[src/common/twm_map.svh]
// Register indices, field positions, reset values of the two-wire master
`ifndef TWM_MAP_SVH
`define TWM_MAP_SVH

// Register indices; byte address on APB is four times the index
`define TWM_IDX_RCV     10'h200
`define TWM_IDX_TRN     10'h202
`define TWM_IDX_BRG     10'h204
`define TWM_IDX_CON     10'h206
`define TWM_IDX_STAT    10'h208
`define TWM_IDX_ADD     10'h20A

// Reset values
`define TWM_RST_RCV     16'h0000
`define TWM_RST_TRN     16'h00FF
`define TWM_RST_BRG     16'h0000
`define TWM_RST_CON     16'h1000
`define TWM_RST_ADD     16'h0000

// Writable bits of port_control and own_slave_address
`define TWM_CON_MASK    16'hBFFF
`define TWM_ADD_MASK    16'h03FF

// port_control fields
`define TWM_CON_EN      15
`define TWM_CON_SIDL    13
`define TWM_CON_ACK_VALUE   5
`define TWM_CON_REQ_HI  4
`define TWM_CON_ACK_SEQUENCE_ENABLE   4
`define TWM_CON_MASTER_RECEIVE_ENABLE    3
`define TWM_CON_PEN     2
`define TWM_CON_RESTART_REQUEST    1
`define TWM_CON_SEN     0

// port_status fields
`define TWM_ST_ACKSTAT  15
`define TWM_ST_MASTER_TX_ACTIVE   14
`define TWM_ST_BCL      10
`define TWM_ST_P        4
`define TWM_ST_S        3
`define TWM_ST_RBF      1
`define TWM_ST_TBF      0

// Index of the last bit of one transfer
`define TWM_LAST_TX_BIT 4'd8
`define TWM_LAST_RX_BIT 4'd7

`endif

[src/common/twm_pkg.sv]
// Types shared by the two-wire master engine
package twm_pkg;

  typedef enum logic [2:0] {
    TWM_IDLE,
    TWM_START,
    TWM_RESTART,
    TWM_STOP,
    TWM_TX,
    TWM_RX,
    TWM_ACK
  } twm_state_type;

  // One bit per bus line: a level, or a pull-low request
  typedef struct packed {
    logic scl;
    logic sda;
  } twm_line_type;

endpackage

[src/rtl/twm_master_engine.sv]
// Two-wire bus master engine with APB register access
//
// The APB interface to the registers was decided locally.
`timescale 1ns/1ps
`include "twm_map.svh"

module twm_master_engine #(
  parameter int BRG_W = 12
) (
  input  wire logic        pclk,
  input  wire logic        presetn,
  input  wire logic        psel,
  input  wire logic        penable,
  input  wire logic        pwrite,
  input  wire logic [11:0] paddr,
  input  wire logic [31:0] pwdata,
  output logic      [31:0] prdata,
  output logic             pready,
  output logic             pslverr,
  input  wire logic        scl_in,
  input  wire logic        sda_in,
  output logic             scl_out,
  output logic             scl_oe,
  output logic             sda_out,
  output logic             sda_oe,
  input  wire logic        sleep_mode,
  input  wire logic        cpu_idle,
  output logic             master_event
);

  function automatic logic reg_hit(input logic [11:0] a,
                                   input logic [9:0]  idx);
    reg_hit = (a[11:2] == idx) && (a[1:0] == 2'b00);
  endfunction

  function automatic logic [4:0] req_of(input twm_pkg::twm_state_type s);
    req_of = 5'h00;
    case (s)
      twm_pkg::TWM_START:   req_of[`TWM_CON_SEN]   = 1'b1;
      twm_pkg::TWM_RESTART: req_of[`TWM_CON_RESTART_REQUEST]  = 1'b1;
      twm_pkg::TWM_STOP:    req_of[`TWM_CON_PEN]   = 1'b1;
      twm_pkg::TWM_RX:      req_of[`TWM_CON_MASTER_RECEIVE_ENABLE]  = 1'b1;
      twm_pkg::TWM_ACK:     req_of[`TWM_CON_ACK_SEQUENCE_ENABLE] = 1'b1;
      default:              req_of = 5'h00;
    endcase
  endfunction

  twm_pkg::twm_state_type state;
  twm_pkg::twm_state_type next_state;
  twm_pkg::twm_line_type  sync1;
  twm_pkg::twm_line_type  sync2;
  twm_pkg::twm_line_type  sync3;
  twm_pkg::twm_line_type  bus;
  twm_pkg::twm_line_type  bus_prev;
  twm_pkg::twm_line_type  drive;
  twm_pkg::twm_line_type  next_drive;
  logic [1:0]        phase;
  logic [1:0]        next_phase;
  logic [3:0]        bit_cnt;
  logic [3:0]        next_bit;
  logic [7:0]        tx_shift;
  logic [7:0]        next_tx_shift;
  logic [7:0]        receive_shift_reg;
  logic [BRG_W-1:0]  bit_rate_counter;
  logic              scl_wait;
  logic              load;
  logic              next_wait;
  logic              done;
  logic [15:0]       receive_byte;
  logic [15:0]       transmit_byte;
  logic [15:0]       bit_rate_reload;
  logic [15:0]       port_control;
  logic [15:0]       own_slave_address;
  logic              ack_status;
  logic              collision_flag;
  logic              stop_seen_flag;
  logic              start_seen_flag;
  logic              receive_buffer_full;
  logic              transmit_buffer_full;
  logic              tx_go;
  logic              lost_arb;
  logic              active;
  logic              abort;
  logic              tick;
  logic              check;
  logic              collide;
  logic              port_ready;
  logic              rx_sample;
  logic              start_seen;
  logic              stop_seen;
  logic              mapped;
  logic              wr;
  logic              rd;
  logic [15:0]       rd_value;
  logic [15:0]       port_status;

  // Open-drain lines: only ever pull low
  assign scl_out = 1'b0;
  assign sda_out = 1'b0;
  assign scl_oe  = drive.scl;
  assign sda_oe  = drive.sda;

  assign mapped = reg_hit(paddr, `TWM_IDX_RCV) | reg_hit(paddr, `TWM_IDX_TRN)
                | reg_hit(paddr, `TWM_IDX_BRG) | reg_hit(paddr, `TWM_IDX_CON)
                | reg_hit(paddr, `TWM_IDX_STAT)
                | reg_hit(paddr, `TWM_IDX_ADD);
  assign pready  = 1'b1;
  assign pslverr = psel & penable & ~mapped;
  assign wr      = psel & penable & pwrite & mapped;
  assign rd      = psel & penable & ~pwrite & mapped;

  assign abort  = ~port_control[`TWM_CON_EN] | sleep_mode;
  assign active = ~abort & ~(cpu_idle & port_control[`TWM_CON_SIDL]);
  assign tick   = active && (state != twm_pkg::TWM_IDLE) && !scl_wait
                  && (bit_rate_counter == '0);
  assign port_ready = (state == twm_pkg::TWM_IDLE) && !tx_go
                      && (port_control[`TWM_CON_REQ_HI:0] == 5'h00);
  assign rx_sample = active && (state == twm_pkg::TWM_RX) && (phase == 2'd1)
                     && scl_wait && bus.scl;
  assign start_seen = bus.scl && bus_prev.scl && bus_prev.sda && !bus.sda;
  assign stop_seen  = bus.scl && bus_prev.scl && !bus_prev.sda && bus.sda;

  // Checked at the end of a high phase so the line has settled
  always_comb begin
    case (state)
      twm_pkg::TWM_TX:      check = (phase == 2'd1)
                                    && (bit_cnt != `TWM_LAST_TX_BIT);
      twm_pkg::TWM_ACK:     check = (phase == 2'd1);
      twm_pkg::TWM_START:   check = (phase == 2'd0);
      twm_pkg::TWM_RESTART: check = (phase == 2'd1);
      twm_pkg::TWM_STOP:    check = (phase == 2'd2);
      default:              check = 1'b0;
    endcase
  end
  assign collide = tick && check && !drive.sda && !bus.sda;

  always_comb begin
    next_state    = state;
    next_phase    = phase;
    next_bit      = bit_cnt;
    next_drive    = drive;
    next_tx_shift = tx_shift;
    load          = 1'b0;
    next_wait     = 1'b0;
    done          = 1'b0;
    if (abort) begin
      next_state = twm_pkg::TWM_IDLE;
      next_drive = '{scl: 1'b0, sda: 1'b0};
    end else if (active) begin
      if (collide) begin
        next_state = twm_pkg::TWM_IDLE;
        next_drive = '{scl: 1'b0, sda: 1'b0};
      end else begin
        case (state)
          twm_pkg::TWM_IDLE: begin
            next_phase = 2'd0;
            next_bit   = 4'd0;
            load       = 1'b1;
            if (port_control[`TWM_CON_SEN]) begin
              next_state = twm_pkg::TWM_START;
              next_drive = '{scl: 1'b0, sda: 1'b0};
              next_wait  = 1'b1;
            end else if (port_control[`TWM_CON_RESTART_REQUEST]) begin
              next_state = twm_pkg::TWM_RESTART;
              next_drive = '{scl: 1'b1, sda: 1'b0};
            end else if (port_control[`TWM_CON_PEN]) begin
              next_state = twm_pkg::TWM_STOP;
              next_drive = '{scl: 1'b1, sda: 1'b1};
            end else if (port_control[`TWM_CON_MASTER_RECEIVE_ENABLE]) begin
              next_state = twm_pkg::TWM_RX;
              next_drive = '{scl: 1'b1, sda: 1'b0};
            end else if (port_control[`TWM_CON_ACK_SEQUENCE_ENABLE]) begin
              next_state = twm_pkg::TWM_ACK;
              next_drive = '{scl: 1'b1,
                             sda: ~port_control[`TWM_CON_ACK_VALUE]};
            end else if (tx_go) begin
              next_state    = twm_pkg::TWM_TX;
              next_tx_shift = transmit_byte[7:0];
              next_drive    = '{scl: 1'b1, sda: ~transmit_byte[7]};
            end else begin
              load = 1'b0;
            end
          end
          twm_pkg::TWM_START: if (tick) begin
            if (phase == 2'd0) begin
              next_drive.sda = 1'b1;
              next_phase     = 2'd1;
              load           = 1'b1;
            end else begin
              next_drive.scl = 1'b1;
              done           = 1'b1;
            end
          end
          twm_pkg::TWM_RESTART, twm_pkg::TWM_STOP: if (tick) begin
            load = 1'b1;
            next_phase = phase + 2'd1;
            case (phase)
              2'd0: begin
                next_drive.scl = 1'b0;
                next_wait      = 1'b1;
              end
              2'd1: next_drive.sda = (state == twm_pkg::TWM_RESTART);
              default: begin
                next_drive.scl = (state == twm_pkg::TWM_RESTART);
                done           = 1'b1;
              end
            endcase
          end
          twm_pkg::TWM_TX, twm_pkg::TWM_RX, twm_pkg::TWM_ACK: if (tick) begin
            load = 1'b1;
            if (phase == 2'd0) begin
              next_drive.scl = 1'b0;
              next_wait      = 1'b1;
              next_phase     = 2'd1;
            end else begin
              next_drive.scl = 1'b1;
              next_phase     = 2'd0;
              next_bit       = bit_cnt + 4'd1;
              next_tx_shift  = {tx_shift[6:0], 1'b1};
              if (state == twm_pkg::TWM_TX) begin
                next_drive.sda = ~tx_shift[6];
              end else begin
                next_drive.sda = 1'b0;
              end
              if ((state == twm_pkg::TWM_ACK)
                  || (state == twm_pkg::TWM_TX
                      && bit_cnt == `TWM_LAST_TX_BIT)
                  || (state == twm_pkg::TWM_RX
                      && bit_cnt == `TWM_LAST_RX_BIT)) begin
                done = 1'b1;
              end
            end
          end
          default: next_state = twm_pkg::TWM_IDLE;
        endcase
        if (done) begin
          next_state = twm_pkg::TWM_IDLE;
          load       = 1'b0;
        end
      end
    end
  end

  always_ff @(posedge pclk or negedge presetn) begin
    if (!presetn) begin
      state    <= twm_pkg::TWM_IDLE;
      phase    <= 2'd0;
      bit_cnt  <= 4'd0;
      drive    <= '{scl: 1'b0, sda: 1'b0};
      tx_shift <= 8'h00;
    end else begin
      state    <= next_state;
      phase    <= next_phase;
      bit_cnt  <= next_bit;
      drive    <= next_drive;
      tx_shift <= next_tx_shift;
    end
  end

  // Bit-rate counter; an illegal reload of 0 or 1 just runs fast
  always_ff @(posedge pclk or negedge presetn) begin
    if (!presetn) begin
      bit_rate_counter <= '0;
      scl_wait         <= 1'b0;
    end else if (active) begin
      if (load) begin
        bit_rate_counter <= bit_rate_reload[BRG_W-1:0];
        scl_wait         <= next_wait;
      end else if (scl_wait) begin
        if (bus.scl) begin
          bit_rate_counter <= bit_rate_reload[BRG_W-1:0];
          scl_wait         <= 1'b0;
        end
      end else if (bit_rate_counter != '0) begin
        bit_rate_counter <= bit_rate_counter - 1'b1;
      end
    end
  end

  // Lines arrive from outside: three stages, change once 2 and 3 agree
  always_ff @(posedge pclk or negedge presetn) begin
    if (!presetn) begin
      sync1    <= '{scl: 1'b1, sda: 1'b1};
      sync2    <= '{scl: 1'b1, sda: 1'b1};
      sync3    <= '{scl: 1'b1, sda: 1'b1};
      bus      <= '{scl: 1'b1, sda: 1'b1};
      bus_prev <= '{scl: 1'b1, sda: 1'b1};
    end else begin
      sync1    <= '{scl: scl_in, sda: sda_in};
      sync2    <= sync1;
      sync3    <= sync2;
      bus_prev <= bus;
      if (sync2.scl == sync3.scl) begin
        bus.scl <= sync3.scl;
      end
      if (sync2.sda == sync3.sda) begin
        bus.sda <= sync3.sda;
      end
    end
  end

  always_ff @(posedge pclk or negedge presetn) begin
    if (!presetn) begin
      receive_shift_reg <= 8'h00;
    end else if (rx_sample) begin
      receive_shift_reg <= {receive_shift_reg[6:0], bus.sda};
    end
  end

  // Configuration registers
  always_ff @(posedge pclk or negedge presetn) begin
    if (!presetn) begin
      bit_rate_reload   <= `TWM_RST_BRG;
      own_slave_address <= `TWM_RST_ADD;
      port_control      <= `TWM_RST_CON;
    end else begin
      if (wr && reg_hit(paddr, `TWM_IDX_BRG)) begin
        bit_rate_reload <= pwdata[15:0];
      end
      if (wr && reg_hit(paddr, `TWM_IDX_ADD)) begin
        own_slave_address <= pwdata[15:0] & `TWM_ADD_MASK;
      end
      if (wr && reg_hit(paddr, `TWM_IDX_CON)) begin
        port_control[15:`TWM_CON_REQ_HI+1] <=
          pwdata[15:`TWM_CON_REQ_HI+1]
          & 11'(`TWM_CON_MASK >> (`TWM_CON_REQ_HI + 1));
      end
      // requests only when idle
      // Busy-time writes must never mask the hardware clear
      if (wr && reg_hit(paddr, `TWM_IDX_CON) && port_ready) begin
        port_control[`TWM_CON_REQ_HI:0] <= pwdata[`TWM_CON_REQ_HI:0];
      end else if (done || collide
                   || (abort && state != twm_pkg::TWM_IDLE)) begin
        port_control[`TWM_CON_REQ_HI:0] <=
          port_control[`TWM_CON_REQ_HI:0] & ~req_of(state);
      end
    end
  end

  // Data and status flags; hardware set wins over software clear
  always_ff @(posedge pclk or negedge presetn) begin
    if (!presetn) begin
      transmit_byte        <= `TWM_RST_TRN;
      receive_byte         <= `TWM_RST_RCV;
      transmit_buffer_full <= 1'b0;
      receive_buffer_full  <= 1'b0;
      tx_go                <= 1'b0;
      ack_status           <= 1'b0;
      collision_flag       <= 1'b0;
    end else begin
      if (wr && reg_hit(paddr, `TWM_IDX_TRN) && port_ready) begin
        transmit_byte        <= {8'h00, pwdata[7:0]};
        transmit_buffer_full <= 1'b1;
        tx_go                <= 1'b1;
      end else if (state == twm_pkg::TWM_TX && (done || collide || abort))
      begin
        transmit_buffer_full <= 1'b0;
      end
      if (state != twm_pkg::TWM_IDLE || abort) begin
        tx_go <= 1'b0;
      end
      if (tick && state == twm_pkg::TWM_TX && phase == 2'd1
          && bit_cnt == `TWM_LAST_TX_BIT) begin
        ack_status <= bus.sda;
      end
      if (done && state == twm_pkg::TWM_RX) begin
        receive_byte        <= {8'h00, receive_shift_reg};
        receive_buffer_full <= 1'b1;
      end else if (rd && reg_hit(paddr, `TWM_IDX_RCV)) begin
        receive_buffer_full <= 1'b0;
      end
      if (collide) begin
        collision_flag <= 1'b1;
      end else if (wr && reg_hit(paddr, `TWM_IDX_STAT)
                   && !pwdata[`TWM_ST_BCL]) begin
        collision_flag <= 1'b0;
      end
    end
  end

  // Bus watch and event pulse
  always_ff @(posedge pclk or negedge presetn) begin
    if (!presetn) begin
      start_seen_flag <= 1'b0;
      stop_seen_flag  <= 1'b0;
      lost_arb        <= 1'b0;
      master_event    <= 1'b0;
    end else begin
      if (!port_control[`TWM_CON_EN]) begin
        start_seen_flag <= 1'b0;
        stop_seen_flag  <= 1'b0;
      end else if (start_seen) begin
        start_seen_flag <= 1'b1;
        stop_seen_flag  <= 1'b0;
      end else if (stop_seen) begin
        start_seen_flag <= 1'b0;
        stop_seen_flag  <= 1'b1;
      end
      if (collide) begin
        lost_arb <= 1'b1;
      end else if (stop_seen || abort) begin
        lost_arb <= 1'b0;
      end
      master_event <= done | collide | (lost_arb & stop_seen & ~abort);
    end
  end

  always_comb begin
    port_status                 = 16'h0000;
    port_status[`TWM_ST_ACKSTAT] = ack_status;
    port_status[`TWM_ST_MASTER_TX_ACTIVE]  = (state == twm_pkg::TWM_TX);
    port_status[`TWM_ST_BCL]     = collision_flag;
    port_status[`TWM_ST_P]       = stop_seen_flag;
    port_status[`TWM_ST_S]       = start_seen_flag;
    port_status[`TWM_ST_RBF]     = receive_buffer_full;
    port_status[`TWM_ST_TBF]     = transmit_buffer_full;
    rd_value = 16'h0000;
    if (reg_hit(paddr, `TWM_IDX_RCV))  rd_value = receive_byte;
    if (reg_hit(paddr, `TWM_IDX_TRN))  rd_value = transmit_byte;
    if (reg_hit(paddr, `TWM_IDX_BRG))  rd_value = bit_rate_reload;
    if (reg_hit(paddr, `TWM_IDX_CON))  rd_value = port_control;
    if (reg_hit(paddr, `TWM_IDX_STAT)) rd_value = port_status;
    if (reg_hit(paddr, `TWM_IDX_ADD))  rd_value = own_slave_address;
  end

  // Read data captured in the setup cycle so it comes from a flop
  always_ff @(posedge pclk or negedge presetn) begin
    if (!presetn) begin
      prdata <= 32'h0000_0000;
    end else if (psel && !penable && !pwrite) begin
      prdata <= {16'h0000, rd_value};
    end
  end

endmodule // twm_master_engine

[config.mk]
export PLATFORM = sky130hd
export DESIGN_NAME = twm_master_engine
export DESIGN_NICKNAME = d
export VERILOG_FILES = /design/src/common/twm_pkg.sv /design/src/rtl/twm_master_engine.sv
export VERILOG_INCLUDE_DIRS = /design/src /design/src/common
export SDC_FILE = /design/constraint.sdc
export NUM_CORES = 1
export LEC_CHECK = 0
export BUFFER_PORTS_ARGS = -buffer_cell sky130_fd_sc_hd__buf_2
export CAP_MARGIN = 10
export CORE_MARGIN = 1.5
export CORE_UTILIZATION = 42
export DETAILED_ROUTE_END_ITERATION = 8
export PLACE_DENSITY = 0.66
export SYNTH_ARGS = -nofsm -noshare
export SYNTH_HDL_FRONTEND = slang
export SYNTH_SLANG_ARGS = --single-unit
[constraint.sdc]
create_clock -name pclk -period 2.4 [get_ports pclk]
set_input_delay 0.48 -clock pclk [delete_from_list [all_inputs] [get_ports pclk]]
set_output_delay 0.48 -clock pclk [all_outputs]
set_load 0.1 [all_outputs]
After elaboration in Yosys (flattened, before gate mapping)
Index checks and enable logic that the tools add are counted. W data, S select, Z words.

Muxes and demuxes: 127. Bitwise gates (word level): 29. Shifts and indexed selects: 0. Multipliers: 0. Divide/modulo/power cells: 0. Reduce and logical (&&, ||, !) cells: 89. Magnitude comparators: 0. Equality and inequality tests: 43. $add $sub $neg: 3.

Operators with widths (count): $mux W1 (69); $mux W16 (4); $eq A10 B10 Y1 const B (6); $mux W7 (8); $mux W12 (4); $logic_and A1 B1 Y1 (43); $ne A4 B4 Y1 const B (9); $mux W2 (16); $mux W3 (10); $ne A2 B2 Y1 const B (11); $mux W8 (2); $pmux W2 S4 (2); $reduce_and A8 Y1 (2); $reduce_bool A2 Y1 (8); $pmux W7 S2 (1); $logic_not A12 Y1 (1); $reduce_and A12 Y1 (1); $reduce_bool A12 Y1 (1); $sub A12 B1 Y12 const B (1); $and A1 B1 Y1 (10); $mux W5 (2); $ne A10 B9 Y1 const B (1); $eq A3 B3 Y1 const B (3); $ne A9 B9 Y1 const B (1); 37 further kinds (75).

Latch bits: 0. RAM bits: 0. Memory bits (read-only): 0. Memories kept: 0. Register bits after elaboration: 131. Logic and storage cells: 326.

Logic depth before layout (Yosys ltp)
Depth after elaboration: 24. Gate-level depth with buffers: 11. Depth with buffers taken out: 9.

Worst setup path after synthesis
OpenSTA, ideal clock, no wires.

Kind: input to output. Start: in paddr[1]. End: out pslverr. Slack: -0.075 ns. Arrival: 1.995 ns. Stages: 4. Path buffers: 0. Cells stage by stage: nor3_1 -> nand4b_1 -> a21oi_1 -> nor2_1.

Longest elaborated chain between the ends: 9. Elaborated cells between the ends (all ways): 14.

Ends and longest elaborated chain: start: declaration (RTL line twm_master_engine.sv:15) `input wire logic [11:0] paddr,`; $logic_not A2 Y1 (*) (RTL line twm_master_engine.sv:33) `reg_hit = (a[11:2] == idx) && (a[1:0] == 2'b00);`; $logic_and A1 B1 Y1 (RTL line twm_master_engine.sv:33); $or A1 B1 Y1 (4 in a row) (RTL line twm_master_engine.sv:103) `` assign mapped = reg_hit(paddr, `TWM_IDX_RCV) | reg_hit(paddr, `TWM_IDX_TRN) ``; $or A1 B1 Y1 (*) (RTL line twm_master_engine.sv:103); $not A1 Y1 (*) (RTL line twm_master_engine.sv:108) `assign pslverr = psel & penable & ~mapped;`; $and A1 B1 Y1 (*) (RTL line twm_master_engine.sv:108); end: declaration (RTL line twm_master_engine.sv:19) `output logic pslverr,`.

Every way passes the cells marked *; elsewhere a longest branch is shown, timed or not.

Final worst setup path
Start: reg phase[1]. End: reg tx_shift[0].

Longest elaborated chain between the ends: 8. Elaborated cells between the ends (all ways): 11.

Ends and longest elaborated chain: start: declaration (RTL line twm_master_engine.sv:57) `logic [1:0] phase;`; start signal: assignment (RTL line twm_master_engine.sv:253) `phase <= next_phase;`; $eq A2 B1 Y1 (RTL line twm_master_engine.sv:126, twm_master_engine.sv:128, twm_master_engine.sv:130); $logic_and A1 B1 Y1 (RTL line twm_master_engine.sv:126) `twm_pkg::TWM_TX: check = (phase == 2'd1)`; $pmux W1 S4 (RTL line twm_master_engine.sv:125) `case (state)`; $logic_and A1 B1 Y1 (3 in a row) (RTL line twm_master_engine.sv:135) `assign collide = tick && check && !drive.sda && !bus.sda;`; $not A1 Y1 (no source line); $reduce_and A12 Y1 (no source line) (*); end signal: assignment (RTL line twm_master_engine.sv:256) `tx_shift <= next_tx_shift;`; end: declaration (RTL line twm_master_engine.sv:61) `logic [7:0] tx_shift;`.

Marks and branches as above. A chain may end at the register's enable or synchronous reset.

==> flow_summary.yaml <==
synth:
  async_reset_ff_share_pct: 100
  synth_warnings: 0
  compound_cell_area_share_of_the_yosys_netlist_pct: 14.6
  post_synth_inst_count: 660
  synth_area_per_cell_um2: 10.5
  cell_type_with_the_highest_aggregate_area_in_the_netlist: "sky130_fd_sc_hd__dfrtp_1"
  yosys-mux-area-fraction_pct: 13.7
  synth_enable_flop_cells: 0
  combinational_family_with_the_most_area_after_synthesis: "simple AND/OR/NAND/NOR gates"
  yosys-top-cells-area: "sky130_fd_sc_hd__dfrtp_1, sky130_fd_sc_hd__mux2_2, sky130_fd_sc_hd__dfstp_2, sky130_fd_sc_hd__mux2i_1, sky130_fd_sc_hd__nand2_1"
  netlist-cell-type-count: 75
  synth_xor_xnor_area_share_pct: 0.254
  synth_simple_gate_area_share_pct: 16.4
  synth.yosys.seq_area_share_pct: 47.9
  yosys_register_bits: 131
  netlist_area_um2: 6900
  ys_dominant_reg_cell: "sky130_fd_sc_hd__dfrtp_1"
  synth-adder-area-share_pct: 1.56
  synthDominantCellAreaShare_pct: 40.6
  netlist_top_cells_count: "sky130_fd_sc_hd__dfrtp_1, sky130_fd_sc_hd__nand2_1, sky130_fd_sc_hd__mux2_2"
  synth_most_common_cell: "sky130_fd_sc_hd__dfrtp_1"
clock_tree:
  clock-root-buffer: "sky130_fd_sc_hd__clkbuf_16"
  tritoncts: "yes"
  numCtsBuffers: 17
  number_of_buffers_on_the_longest_clock_path: 2
  total_number_of_h_tree_levels: 4
  worstSkewPairLatency_ps: 420
  clk_sink_count: 131
  cts-hold-fix-buffers: 0
  clk_pin_slew_worst_paths_ps: 60
run:
  drv_cap: 0
place:
  globalplace.congestion: 0.955
  pre_cts_slack_ps: -139
  placement.io_buffers: 56
  detailed_place_hpwl_mm: 14.2
timing:
  min_period_over_period_pct: 99.3
  setup_repair_after_global_routing_missed_its_margin: "true"
  finalClockSkew_ps: 8.23
  worst_slew_margin_rel_pct: 60.2
  tightestPinTransition_ps: 597
  final-setup-viol-count: 0
  layout_setup_ws_ps: 17.3
  fin_worst_hold_slack_ps: 27.3
  timing.fmax_ghz: 0.420
  hold_viol_final: 0
  post-route-min-period_ps: 2380
  slew_viol_final: 0
finish:
  multi_input_comb_area_um2: 3550
  postLayoutCoreUtil_pct: 55.6
  area.sequential_um2: 3300
  layout.nets: 870
  n_antenna_cell: 0
  area_delta_synth_final_pct: 28.4
  layout-drive-gt1-share_pct: 40.8
  fill_cells: 1373
  biggestRegsByFlops: "bit_rate_reload (16), prdata (16), port_control (15)"
floorplan:
  row_count: 46
  initial_utilization_pct: 43.3
  die_width_um: 131
  chipHeight_um: 131
  design.die.area_um2: 17200
  design.core.area_um2: 15900
  io-pin-count: 92
global_route:
  gr-usage-all-layers_pct: 22.5
  grt_max_degree: 62
  grt_antenna_before_repair: 0
  remaining_global_route_overflow: 0
  grt_pass1_wl_mm: 30.4
  grt_pass1_vias: 5827
hold_path:
  timing.hold.worst.class: "input port to async pin"
critical_path:
  crit_type: "register to register"
  data_arrival_critical_path_ps: 2680
  path_cells: "inv_2 > buf_4 > ha_4 > mux2i_2 > o32a_1 > nor3_4 > buf_4 > a221o_1 > or2_4 > nand2_2 > o21ai_1"
  critPathMaxStageDelay_ps: 430
  cpMaxStageDelayCell: "sky130_fd_sc_hd__a221o_1"
  count_of_buffer_and_inverter_cells_on_the_critical_path: 3
  setup.reg_to_reg.worst_slack_ps: 20
  critical_path.startpoint_type: "register"
  worstPathRequired_ps: 2700
  path_common_cell: "sky130_fd_sc_hd__buf_4"
  timing.critical_path.max_delay_family: "compound AO/OA/AOI/OAI gates"
  critical_path.endpoint_type: "register"
  crit_path_max_fanout: 7
power_and_ir_drop:
  cellPowerDensity_nw_per_um2: 600
  vdd_ir_drop_max_uv: 395
  cellLeakagePower_nw: 3.99
  fin_total_pwr_mw: 5.31
detailed_routing:
  dr.first_iter.drc_count: 460
  antenna_violating_nets_post_route: 0
  drt_drc_violations_left: 0
  detailedRoute.firstPassIterationCount: 6
  routed_wire_length_per_instance_um: 18.8
  drt-vias-per-instance: 5.70
  route.vias.total: 5925
  routed_wl_mm: 19.6
run_status:
  status: "completed"
==> placed cells by master (no fill, tap or decap), types with 6 or more instances in the layout <==
cell type / instances
sky130_fd_sc_hd__o22ai_1: 6
sky130_fd_sc_hd__a222oi_1: 8
sky130_fd_sc_hd__mux2i_1: 24
sky130_fd_sc_hd__a21oi_1: 34
sky130_fd_sc_hd__a22oi_1: 6
sky130_fd_sc_hd__nand2_1: 56
sky130_fd_sc_hd__conb_1: 19
sky130_fd_sc_hd__buf_4: 98
sky130_fd_sc_hd__dfrtp_1: 110
sky130_fd_sc_hd__o21ai_0: 19
sky130_fd_sc_hd__a22o_1: 10
sky130_fd_sc_hd__o21ai_1: 9
sky130_fd_sc_hd__inv_2: 6
sky130_fd_sc_hd__buf_2: 55
sky130_fd_sc_hd__nor4_1: 8
sky130_fd_sc_hd__a31oi_1: 7
sky130_fd_sc_hd__buf_6: 6
sky130_fd_sc_hd__clkbuf_16: 17
sky130_fd_sc_hd__clkbuf_1: 6
sky130_fd_sc_hd__nand3_1: 16
sky130_fd_sc_hd__nor3_1: 12
sky130_fd_sc_hd__nand2_2: 7
sky130_fd_sc_hd__mux2_2: 56
sky130_fd_sc_hd__nor2_4: 6
sky130_fd_sc_hd__nor2_1: 51
sky130_fd_sc_hd__inv_1: 9
sky130_fd_sc_hd__nand4_1: 6
sky130_fd_sc_hd__dfstp_2: 19
==> worst paths after layout <==
check                                startpoint  cells past startpoint                     endpoint
max in group asynchronous               presetn                      2        bus_prev[0]$_DFF_PN1_
setup / recovery           phase[1]$_DFFE_PN0P_                     11      tx_shift[0]$_DFFE_PN0P_
hold reg to reg              sync1[0]$_DFF_PN1_                      0           sync2[0]$_DFF_PN1_
min in group pclk                        scl_in                      1           sync1[1]$_DFF_PN1_
hold / removal                          presetn                      1  port_control[6]$_DFFE_PN0P_
setup reg to reg           phase[1]$_DFFE_PN0P_                     11      tx_shift[0]$_DFFE_PN0P_
==> through the flow <==
| stage | instance area (µm²) | instances | TNS [ps] |
|---|---|---|---|
| global route | 8860 | 1039 | -410 |
| CTS | 8640 | 1027 | -58.3 |
| finish | 8860 | 1039 | 0 |
| detailed placement | 7990 | 992 | -2760 |
| global placement | 7990 | 992 | -691 |
| floorplan | 6960 | 677 | 0 |
==> power breakdown <==
group          switching [mW]  internal, mW  total, mW
logic                   0.602         0.105      0.707
clock network           0.928          1.36       2.29
registers              0.0404          2.28       2.32
==> routing by layer <==
layer	GRT usage [%]	vias to the layer above	wire length (µm)
met5	0	-	0
met4	9.24	0	623
met3	4.59	47	979
met2	38.2	236	9740
met1	27.9	2963	8210
li1	-	2679	-
==> area by class of cell <==
| class | count | share of cell area, % |
|---|---|---|
| multi-input combinational | 480 | 40.0 |
| sequential | 131 | 37.3 |
| timing repair buffer | 163 | 13.1 |
| clock buffer | 25 | 5.37 |
| tap | 216 | 3.05 |
| inverter | 17 | 0.720 |
| clock inverter | 7 | 0.452 |
==> timing repair <==
action                                  in CTS  in global routing
gates cloned                                 1                  2
resized for setup                           30                 40
endpoints found under the setup margin      30                 43
buffers inserted                             4                 10
pin swaps                                    9                 23
==> logic make-up (layout without fill, tap and decap cells) <==
group / count (synthesis) / in the layout
flip-flops: 131 / 131
multiplexers: 87 / 87
AO/OA/AOI/OAI: 146 / 146
XOR/XNOR: 2 / 2
adder cells (fa/ha/maj): 9 / 9
AND/OR/NAND/NOR: 215 / 217
other: 2 / 19
buffers and inverters: 68 / 212
(Power assumes the default switching activity.)
